<file path="config.mk">
export PLATFORM = sky130hd
export DESIGN_NAME = tsm_tap_top
export DESIGN_NICKNAME = d
export VERILOG_FILES = /design/src/tsm_tap_top.v /design/src/tsm_fifo.v /design/src/tsm_tap_fsm.v
export VERILOG_INCLUDE_DIRS = /design/src
export SDC_FILE = /design/constraint.sdc
export NUM_CORES = 2
export LEC_CHECK = 0
export BUFFER_PORTS_ARGS = -buffer_cell sky130_fd_sc_hd__buf_4
export CORE_MARGIN = 4
export CORE_UTILIZATION = 65
export CTS_CLUSTER_DIAMETER = 60
export CTS_CLUSTER_SIZE = 40
export DETAILED_ROUTE_END_ITERATION = 16
export GPL_TIMING_DRIVEN = 0
export PLACE_DENSITY = 0.92
export SYNTH_ARGS = -nofsm -noshare
export SYNTH_HDL_FRONTEND = slang
export SYNTH_HIERARCHICAL = 1
export SYNTH_SLANG_ARGS = --single-unit
</file>
<file path="constraint.sdc">
create_clock -name core_clk -period 9.4 [get_ports core_clk]
set_input_delay 1.41 -clock core_clk [delete_from_list [all_inputs] [get_ports core_clk]]
set_output_delay 1.41 -clock core_clk [all_outputs]
set_load 0.1 [all_outputs]
</file>
<file path="src/tsm_defines.vh">
/*
  Shared constants of the test access port block: controller state codes,
  register widths, reset and capture values, data register select codes.
  Assumes it is included by its bare name from every design file that uses it.
*/
`ifndef TSM_DEFINES_VH
`define TSM_DEFINES_VH

// controller state codes
`define TSM_ST_TLR    4'h0
`define TSM_ST_RTI    4'h1
`define TSM_ST_SELDR  4'h2
`define TSM_ST_CAPDR  4'h3
`define TSM_ST_SHDR   4'h4
`define TSM_ST_EX1DR  4'h5
`define TSM_ST_PDR    4'h6
`define TSM_ST_EX2DR  4'h7
`define TSM_ST_UPDR   4'h8
`define TSM_ST_SELIR  4'h9
`define TSM_ST_CAPIR  4'ha
`define TSM_ST_SHIR   4'hb
`define TSM_ST_EX1IR  4'hc
`define TSM_ST_PIR    4'hd
`define TSM_ST_EX2IR  4'he
`define TSM_ST_UPIR   4'hf

// register widths and fixed values
`define TSM_IR_W      8
`define TSM_IR_RST    8'h81
`define TSM_IR_CAPT   8'h81
`define TSM_IR_PAR    7
`define TSM_BSR_W     44
`define TSM_OE_HI     43
`define TSM_OE_LO     40
`define TSM_OE_RST    4'h0
`define TSM_RTC_W     3
`define TSM_RTC_RST   3'h2
`define TSM_ID_W      32
`define TSM_BYP_CAPT  1'h0

// data register select codes
`define TSM_DR_BSR    2'h0
`define TSM_DR_RTC    2'h1
`define TSM_DR_BYP    2'h2
`define TSM_DR_ID     2'h3

`define TSM_FIFO_DEPTH 16
`define TSM_FIFO_CW    5

`endif

</file>
<file path="src/tsm_tap_top.v">
/*
  Test access port: oversampled four-wire port, controller, instruction
  register, boundary, run-test control, bypass and identification registers,
  and a FIFO carrying each updated boundary word to core logic while it has room.
  Assumes the test clock is far slower than core_clk (at least 4 samples per
  half period) and that the opcode decoder outside answers in the same clock.
*/
`timescale 1ns/1ps
`include "tsm_defines.vh"
// What this block does
// - next state chosen from mode select at each test-clock rise only.
// - sixteen states, six stable, ten left after one cycle.
// - reset state after power-up; test logic held reset, normal function runs.
// - mode select held high returns to reset state within five clocks.
// - instruction forced to 10000001 at power-up and in reset state.
// - output-drive control boundary cells cleared to zero on reset.
// - run-test control register reset to 010.
// - selected run-test operation runs only while in run-test/idle.
// - scan select states do nothing and leave after one cycle.
// - selected data register, except run-test control, captures on the rise leaving capture-DR.
// - data out enabled on first fall in shift state, driving the lsb.
// - one bit shifts per rise after entry; last on the leaving rise.
// - data out returns to high impedance on first fall in exit1.
// - resuming shift from an exit state keeps shifted contents.
// - pause states do nothing and hold partial contents.
// - holding latches load from shift stage on fall in update-DR.
// - instruction shift stage captures 10000001 in capture-IR.
// - instruction latches load on fall in update-IR; takes effect then.
// - shift stage plus holding latches except bypass and identification.
// - eight-bit instruction; bit 7 is even parity over the opcode.
// - unimplemented opcodes behave as bypass.
// - only one register sits in the scan path at a time.
// - inputs sampled on rising edge, outputs change on falling edge.
// - 44-bit boundary, 3-bit run-test control, 1-bit bypass, 32-bit ident.
// - bypass register captures zero in capture-DR.
module tsm_tap_top #(
  parameter [`TSM_ID_W-1:0] ID_CODE = 32'h0000_0001, // arbitrary value, bit 0 set
  parameter                 DEPTH   = `TSM_FIFO_DEPTH,
  parameter                 CW      = `TSM_FIFO_CW
) (
  input  wire                  core_clk,      // 25 MHz block clock
  input  wire                  arst_n,        // power-up reset, active low
  input  wire                  tck,           // test clock pin
  input  wire                  tms,           // test mode select pin
  input  wire                  tdi,           // test data in pin
  output reg                   tdo_q,         // test data out pin
  output reg                   tdo_oe_q,      // drive enable for test data out
  output reg  [`TSM_IR_W-1:0]  instr_q,       // instruction holding latches
  output reg                   instr_par_ok_q,// holding latches carry even parity
  input  wire [1:0]            dr_sel,        // decoded data register select
  input  wire                  opcode_known,  // decoder recognises the opcode
  input  wire                  dr_update_en,  // instruction updates its register
  input  wire                  bsr_cap_pins,  // capture pins, else own latches
  input  wire [`TSM_BSR_W-1:0] bsr_pins,      // pin values for boundary capture
  output reg  [`TSM_BSR_W-1:0] bsr_hold_q,    // boundary holding latches
  output reg  [`TSM_RTC_W-1:0] rtc_hold_q,    // run-test control latches
  output reg                   run_test_q,    // selected operation may run
  output reg                   test_logic_rst_q, // controller in reset state
  output wire [3:0]            tap_state_q,   // controller state
  output wire                  upd_valid,     // updated boundary word waiting
  input  wire                  upd_ready,     // consumer takes the word
  output wire [`TSM_BSR_W-1:0] upd_data,      // updated boundary word
  output wire                  upd_room       // FIFO can take another word
);
  // pin synchronisers: first stage feeds only the second
  reg tck_s1_q;
  reg tck_s2_q;
  reg tck_s3_q;
  reg tms_s1_q;
  reg tms_s2_q;
  reg tdi_s1_q;
  reg tdi_s2_q;

  // shift stages
  reg [`TSM_IR_W-1:0]  ir_sh_q;
  reg [`TSM_BSR_W-1:0] bsr_sh_q;
  reg [`TSM_RTC_W-1:0] rtc_sh_q;
  reg                  byp_sh_q;
  reg [`TSM_ID_W-1:0]  id_sh_q;

  wire       tck_rise = tck_s2_q & ~tck_s3_q;
  wire       tck_fall = ~tck_s2_q & tck_s3_q;
  wire [3:0] st       = tap_state_q;
  wire [1:0] sel_eff;
  wire       in_tlr;
  wire       upd_push;

  // unknown opcodes and bad parity fall back to the one-bit path
  assign sel_eff = (opcode_known && instr_par_ok_q) ? dr_sel : `TSM_DR_BYP;
  assign in_tlr  = (st == `TSM_ST_TLR);

  // even parity over the whole byte, bit 7 included
  function par_even;
    input [`TSM_IR_W-1:0] v;
    begin
      par_even = ~(^v);
    end
  endfunction

  // lsb of whichever register is in the scan path
  function scan_lsb;
    input       ir_path;
    input [1:0] sel;
    input       ir0;
    input       bsr0;
    input       rtc0;
    input       byp0;
    input       id0;
    begin
      if (ir_path) begin
        scan_lsb = ir0;
      end else begin
        case (sel)
          `TSM_DR_BSR: scan_lsb = bsr0;
          `TSM_DR_RTC: scan_lsb = rtc0;
          `TSM_DR_ID:  scan_lsb = id0;
          default:     scan_lsb = byp0;
        endcase
      end
    end
  endfunction

  // two flops on every pin before any logic sees it
  always @(posedge core_clk or negedge arst_n) begin
    if (!arst_n) begin
      tck_s1_q <= 1'b0;
      tck_s2_q <= 1'b0;
      tck_s3_q <= 1'b0;
      tms_s1_q <= 1'b1;
      tms_s2_q <= 1'b1;
      tdi_s1_q <= 1'b1;
      tdi_s2_q <= 1'b1;
    end else begin
      tck_s1_q <= tck;
      tck_s2_q <= tck_s1_q;
      tck_s3_q <= tck_s2_q;
      tms_s1_q <= tms;
      tms_s2_q <= tms_s1_q;
      tdi_s1_q <= tdi;
      tdi_s2_q <= tdi_s1_q;
    end
  end

  tsm_tap_fsm u_fsm (
    .core_clk (core_clk),
    .arst_n   (arst_n),
    .step     (tck_rise),
    .tms      (tms_s2_q),
    .state_q  (tap_state_q)
  );

  // instruction path: capture and shift act on the rise; pause holds
  always @(posedge core_clk or negedge arst_n) begin
    if (!arst_n) begin
      ir_sh_q <= `TSM_IR_RST;
    end else if (tck_rise) begin
      case (st)
        `TSM_ST_CAPIR: ir_sh_q <= `TSM_IR_CAPT;
        `TSM_ST_SHIR:  ir_sh_q <= {tdi_s2_q, ir_sh_q[`TSM_IR_W-1:1]};
        default:       ir_sh_q <= ir_sh_q;
      endcase
    end
  end

  // instruction latches: loaded on the fall in update, forced in reset state
  always @(posedge core_clk or negedge arst_n) begin
    if (!arst_n) begin
      instr_q        <= `TSM_IR_RST;
      instr_par_ok_q <= 1'b1;
    end else if (in_tlr) begin
      instr_q        <= `TSM_IR_RST;
      instr_par_ok_q <= 1'b1;
    end else if (tck_fall && (st == `TSM_ST_UPIR)) begin
      instr_q        <= ir_sh_q;
      instr_par_ok_q <= par_even(ir_sh_q);
    end
  end

  // boundary shift stage; only the selected register moves
  always @(posedge core_clk or negedge arst_n) begin
    if (!arst_n) begin
      bsr_sh_q <= {`TSM_BSR_W{1'b0}};
    end else if (tck_rise && (sel_eff == `TSM_DR_BSR)) begin
      if (st == `TSM_ST_CAPDR) begin
        bsr_sh_q <= bsr_cap_pins ? bsr_pins : bsr_hold_q;
      end else if (st == `TSM_ST_SHDR) begin
        bsr_sh_q <= {tdi_s2_q, bsr_sh_q[`TSM_BSR_W-1:1]};
      end
    end
  end

  // run-test control shift stage keeps its value through capture
  always @(posedge core_clk or negedge arst_n) begin
    if (!arst_n) begin
      rtc_sh_q <= `TSM_RTC_RST;
    end else if (tck_rise && (sel_eff == `TSM_DR_RTC) && (st == `TSM_ST_SHDR)) begin
      rtc_sh_q <= {tdi_s2_q, rtc_sh_q[`TSM_RTC_W-1:1]};
    end
  end

  // bypass and identification: shift stage only, no latches
  always @(posedge core_clk or negedge arst_n) begin
    if (!arst_n) begin
      byp_sh_q <= `TSM_BYP_CAPT;
      id_sh_q  <= ID_CODE;
    end else if (tck_rise) begin
      if ((sel_eff == `TSM_DR_BYP) && (st == `TSM_ST_CAPDR)) begin
        byp_sh_q <= `TSM_BYP_CAPT;
      end else if ((sel_eff == `TSM_DR_BYP) && (st == `TSM_ST_SHDR)) begin
        byp_sh_q <= tdi_s2_q;
      end
      if ((sel_eff == `TSM_DR_ID) && (st == `TSM_ST_CAPDR)) begin
        id_sh_q <= ID_CODE;
      end else if ((sel_eff == `TSM_DR_ID) && (st == `TSM_ST_SHDR)) begin
        id_sh_q <= {tdi_s2_q, id_sh_q[`TSM_ID_W-1:1]};
      end
    end
  end

  // boundary latches; reset state clears only the drive-control cells
  always @(posedge core_clk or negedge arst_n) begin
    if (!arst_n) begin
      bsr_hold_q <= {`TSM_BSR_W{1'b0}};
    end else if (in_tlr) begin
      bsr_hold_q[`TSM_OE_HI:`TSM_OE_LO] <= `TSM_OE_RST;
    end else if (tck_fall && (st == `TSM_ST_UPDR) && dr_update_en
                 && (sel_eff == `TSM_DR_BSR)) begin
      bsr_hold_q <= bsr_sh_q;
    end
  end

  // run-test control latches; default operation is signature analysis
  always @(posedge core_clk or negedge arst_n) begin
    if (!arst_n) begin
      rtc_hold_q <= `TSM_RTC_RST;
    end else if (in_tlr) begin
      rtc_hold_q <= `TSM_RTC_RST;
    end else if (tck_fall && (st == `TSM_ST_UPDR) && dr_update_en
                 && (sel_eff == `TSM_DR_RTC)) begin
      rtc_hold_q <= rtc_sh_q;
    end
  end

  // data out changes only on the fall; enabled only in shift states
  always @(posedge core_clk or negedge arst_n) begin
    if (!arst_n) begin
      tdo_q    <= 1'b0;
      tdo_oe_q <= 1'b0;
    end else if (tck_fall) begin
      tdo_oe_q <= (st == `TSM_ST_SHDR) || (st == `TSM_ST_SHIR);
      tdo_q    <= scan_lsb(st == `TSM_ST_SHIR, sel_eff, ir_sh_q[0], bsr_sh_q[0],
                           rtc_sh_q[0], byp_sh_q, id_sh_q[0]);
    end
  end

  // operation runs only while idling; leaving reset always passes here first
  always @(posedge core_clk or negedge arst_n) begin
    if (!arst_n) begin
      run_test_q       <= 1'b0;
      test_logic_rst_q <= 1'b1;
    end else begin
      run_test_q       <= (st == `TSM_ST_RTI);
      test_logic_rst_q <= in_tlr;
    end
  end

  // each boundary update is handed to core logic; a full FIFO drops the word
  assign upd_push = tck_fall && (st == `TSM_ST_UPDR) && dr_update_en
                    && (sel_eff == `TSM_DR_BSR);

  tsm_fifo #(
    .W     (`TSM_BSR_W),
    .DEPTH (DEPTH),
    .CW    (CW)
  ) u_fifo (
    .core_clk  (core_clk),
    .arst_n    (arst_n),
    .in_valid  (upd_push),
    .in_ready  (upd_room),
    .in_data   (bsr_sh_q),
    .out_valid (upd_valid),
    .out_ready (upd_ready),
    .out_data  (upd_data)
  );
endmodule

</file>
<file path="src/tsm_fifo.v">
/*
  Shift-style FIFO for updated boundary words; entry 0 is always the head.
  Assumes one clock and an asynchronous active-low reset.
*/
`timescale 1ns/1ps
module tsm_fifo #(
  parameter W     = 44,
  parameter DEPTH = 16,
  parameter CW    = 5
) (
  input  wire         core_clk,  // block clock
  input  wire         arst_n,    // async reset, active low
  input  wire         in_valid,  // write request
  output reg          in_ready,  // room for one more word
  input  wire [W-1:0] in_data,   // word to store
  output reg          out_valid, // head word present
  input  wire         out_ready, // consumer takes head
  output wire [W-1:0] out_data   // head word
);
  reg  [W-1:0]  mem [0:DEPTH-1];
  reg  [CW-1:0] count_q;
  wire          push = in_valid & in_ready;
  wire          pop  = out_valid & out_ready;
  wire [CW-1:0] count_d = count_q + {{(CW-1){1'b0}}, push} - {{(CW-1){1'b0}}, pop};
  wire [CW-1:0] wr_idx  = pop ? count_q - {{(CW-1){1'b0}}, 1'b1} : count_q;
  integer i;

  assign out_data = mem[0];

  // flags are registered so both ready and valid come straight from flops
  always @(posedge core_clk or negedge arst_n) begin
    if (!arst_n) begin
      count_q   <= {CW{1'b0}};
      in_ready  <= 1'b1;
      out_valid <= 1'b0;
    end else begin
      count_q   <= count_d;
      in_ready  <= (count_d != DEPTH[CW-1:0]);
      out_valid <= (count_d != {CW{1'b0}});
    end
  end

  // storage moves one place toward the head on every pop
  always @(posedge core_clk or negedge arst_n) begin
    if (!arst_n) begin
      for (i = 0; i < DEPTH; i = i + 1) begin
        mem[i] <= {W{1'b0}};
      end
    end else begin
      for (i = 0; i < DEPTH; i = i + 1) begin
        if (push && (i == wr_idx)) begin
          mem[i] <= in_data;
        end else if (pop && (i < DEPTH - 1)) begin
          mem[i] <= mem[i + 1];
        end
      end
    end
  end
endmodule

</file>
<file path="src/tsm_tap_fsm.v">
/*
  Sixteen-state test access port controller.
  Assumes step pulses once per rising test-clock edge and tms is synchronised.
*/
`timescale 1ns/1ps
`include "tsm_defines.vh"
module tsm_tap_fsm (
  input  wire       core_clk, // block clock
  input  wire       arst_n,   // async reset, active low
  input  wire       step,     // one-cycle pulse per test-clock rise
  input  wire       tms,      // mode select level at that rise
  output reg  [3:0] state_q   // current controller state
);
  localparam [3:0] ST_TLR = `TSM_ST_TLR;

  // transition table; only the select states branch between the two paths
  function [3:0] next_state;
    input [3:0] s;
    input       m;
    begin
      case (s)
        `TSM_ST_TLR:   next_state = m ? `TSM_ST_TLR   : `TSM_ST_RTI;
        `TSM_ST_RTI:   next_state = m ? `TSM_ST_SELDR : `TSM_ST_RTI;
        `TSM_ST_SELDR: next_state = m ? `TSM_ST_SELIR : `TSM_ST_CAPDR;
        `TSM_ST_CAPDR: next_state = m ? `TSM_ST_EX1DR : `TSM_ST_SHDR;
        `TSM_ST_SHDR:  next_state = m ? `TSM_ST_EX1DR : `TSM_ST_SHDR;
        `TSM_ST_EX1DR: next_state = m ? `TSM_ST_UPDR  : `TSM_ST_PDR;
        `TSM_ST_PDR:   next_state = m ? `TSM_ST_EX2DR : `TSM_ST_PDR;
        `TSM_ST_EX2DR: next_state = m ? `TSM_ST_UPDR  : `TSM_ST_SHDR;
        `TSM_ST_UPDR:  next_state = m ? `TSM_ST_SELDR : `TSM_ST_RTI;
        `TSM_ST_SELIR: next_state = m ? `TSM_ST_TLR   : `TSM_ST_CAPIR;
        `TSM_ST_CAPIR: next_state = m ? `TSM_ST_EX1IR : `TSM_ST_SHIR;
        `TSM_ST_SHIR:  next_state = m ? `TSM_ST_EX1IR : `TSM_ST_SHIR;
        `TSM_ST_EX1IR: next_state = m ? `TSM_ST_UPIR  : `TSM_ST_PIR;
        `TSM_ST_PIR:   next_state = m ? `TSM_ST_EX2IR : `TSM_ST_PIR;
        `TSM_ST_EX2IR: next_state = m ? `TSM_ST_UPIR  : `TSM_ST_SHIR;
        `TSM_ST_UPIR:  next_state = m ? `TSM_ST_SELDR : `TSM_ST_RTI;
        default:       next_state = `TSM_ST_TLR;
      endcase
    end
  endfunction

  // state moves only on a test-clock rise; tms high walks home in five steps
  always @(posedge core_clk or negedge arst_n) begin
    if (!arst_n) begin
      state_q <= ST_TLR;
    end else if (step) begin
      state_q <= next_state(state_q, tms);
    end
  end
endmodule

</file>
==> metrics.txt <==
status=finished with violations; failing checks=max-capacitance violations, max-slew violations; synth top area cells=dfrtp_1 52%, nand2_1 15%, mux2_2 8.6%, mux2i_1 6.5%, o21ai_0 3.0%; CTS Buf Count=46; cell taking the most area after synthesis=dfrtp_1; Seq cells post-synth=870; Slew @ Worst Pin=1.52 ns; Slew headroom=-1.87%; Mapped Cells=between 4000 and 5000; post-route clock period utilization=a little over half; Clock Latency Late Sink=between 0.6 and 0.7 ns; GPL Wtd Cong=roughly 0.95; CP arrival=5.57 ns; Setup Skew=~0.025 ns; CP bufs+invs=5; power consumption=8.58 mW; placed instance area=~44000 µm²; clock power share=29.0%; Initial DRC Count=between 4000 and 5000; required time of the critical path=about 9.9 ns; fin cells=between 5000 and 6000; routed len/inst=approximately 23 µm; NetSw=~3.2 mW; CTS tree=done; min Tclk post-route=~5.1 ns; Synthesized Nets=4447; Placeable Area=slightly above 60000 µm²; final-report hold violation count=0; hold_buf cts=0; Post-synth EDFFs=0; Chip Height=approximately 260 µm; DRC=0; HPWL after DPL=roughly 86000 µm; Max-cap violations=1; top cell type's share of synthesized area=52.1%; Total GRT Usage=36.5%; vias in the first global route=35400; CP delay by family, top=simple AND/OR/NAND/NOR gates; element type at the critical path start=input pin; count leader, synth=nand2_1; syn avg cell area=between 9 and 10 µm²; Crit. End Element=register; RSZ-0062 raised after global routing=false; final max-slew violation count=8; Cell Area, Synth=about 41000 µm²; fraction of layout cells with a size suffix above 1=roughly 16%; # H-tree levels=2; Detailed Route WL=125000 µm; static leakage=23.0 nW; sequential share of the synthesized area=a little over half; final hold slack=approximately 0.36 ns; TNS Setup=0 ns; Synth Warn #=6; IO buf count=around 160; die width=259 µm; Pint=around 5.3 mW; Max VDD drop=268 µV; Max Freq=197 MHz; Via Count=approximately 35000; Net Sw Frac=37.7%; slowest CP cell=nand4_1; CTS resizes=0; CP max FO=11; cell mode on critical path=buf_4; drt pass-1 iters=8; Vias/cell=between 6 and 7; CTS sink count=870; antenna-violating nets left=0; pre-CTS setup slack=between 3 and 4 ns; fillers=approximately 4000; Final nets=4664; initial core utilization=66.1%; largest net degree at the start of global routing=about 130; dpl cells=5389; clk buf depth=3; Comb pwr share=23.7%; Post-CTS Setup Bufs=0; Layout area overhead=10.1%; ys flop type=dfrtp_1; Crit Path Category=input pin to register; initial antenna violation count=3; Distinct cells, synth=between 60 and 70; clk slew on worst S/H paths=about 0.1 ns; final worst slack=4.33 ns; crit path cell chain=buf_4, and4bb_2, nand4_4, clkinv_2, buf_4, nand2_1, buf_1, a21oi_1, nand4_1, clkbuf_1, nor2_1, a31oi_1; row cnt=between 90 and 100; final count of negative-setup-slack endpoints=0; first-pass GRT wire length=193000 µm; Worst Hold Class=register to register; # IOs=roughly 170; GR Overflow Total=0; Final Util=72.8%; Root Buffer=clkbuf_16; Reg power frac=between 40% and 50%; most frequent cells after synthesis=1678 x nand2_1, 856 x dfrtp_1, 312 x mux2_2; area of the die=~67000 µm²; FFs w/ async S/R, synth=100%; Final Cell Area=45200 µm²; Worst path max stage delay=1.00 ns; Power Density=between 150 and 200 nW/µm²
==> power groups by stage <==
| stage | Clock, mW | Sequential (mW) | Combinational (mW) |
|---|---|---|---|
| 6_report | 2.48 | 4.06 | 2.03 |
| 5_1_grt | 2.62 | 4.07 | 2.10 |
| 4_1_cts | 2.48 | 4.04 | 1.96 |
| 3_5_place_dp | 0 | 4.11 | 1.94 |
| 3_3_place_gp | 0 | 4.11 | 1.88 |
| 2_1_floorplan | 0 | 4.19 | 1.09 |
==> registers in the layout, summed over array words and instances, names as in the netlist, 3 cells and up <==
| name | cells |
|---|---|
| u_fsm/state_q | 4 |
| u_fifo/mem | 660 |
| id_sh_q | 32 |
| bsr_hold_q | 44 |
| instr_q | 8 |
| rtc_hold_q | 3 |
| bsr_sh_q | 44 |
| ir_sh_q | 8 |
| u_fifo/out_data | 44 |
| u_fifo/count_q | 5 |
| rtc_sh_q | 3 |
==> per-layer routing <==
layer,track usage (%),routed length [µm],part of all wire [%]
met1,46.1,44200,35
met2,57.1,56800,45
met3,9.58,15300,12
met4,21.6,8590,6.9
met5,0,52,0.042
==> kinds of logic after synthesis <==
family          after synthesis  synth area share (%)
buf+inv                     394                  4.70
fa+ha+maj                     9                 0.292
simple gates               1937                  18.5
compound gates              581                  8.15
flops                       870                  53.0
mux                         579                  15.1
xor+xnor                     13                 0.277
==> cell usage in the layout (no fill, tap or decap), types with 47 or more instances in the layout <==
master	count
nand2_1	1678
dfrtp_1	856
mux2_2	312
mux2i_1	265
o21ai_0	249
clkbuf_1	225
buf_4	222
nor2_1	187
a31oi_1	182
o21ai_1	109
buf_2	76
clkbuf_16	47
==> cell type report <==
type / instances / area, µm² / share of cell area (%)
antenna: 4 / 10.0 / 0.0221
buffer: 380 / 1880 / 4.15
clock buffer: 48 / 1180 / 2.61
clock inverter: 36 / 502 / 1.11
inverter: 14 / 53.8 / 0.119
multi-input combinational: 3119 / 17400 / 38.4
sequential: 870 / 21800 / 48.2
tap: 837 / 1050 / 2.31
timing repair buffer: 169 / 1420 / 3.13
==> final timing paths <==
kind,slack (ns),cells after the start,end,startpoint
max in group asynchronous,6.50,4,u_fifo/out_data[35],arst_n
worst max register to register,4.50,12,u_fifo/out_data[13],u_fsm/state_q[1]
worst max-delay path,4.33,12,u_fifo/out_data[13],dr_sel[1]
worst min-delay path,0.36,0,tdi_s2_q,tdi_s1_q
min in group asynchronous,0.82,1,bsr_hold_q[8],arst_n
worst min register to register,0.36,0,tdi_s2_q,tdi_s1_q
Note: power is estimated with default switching activity, not from simulation.
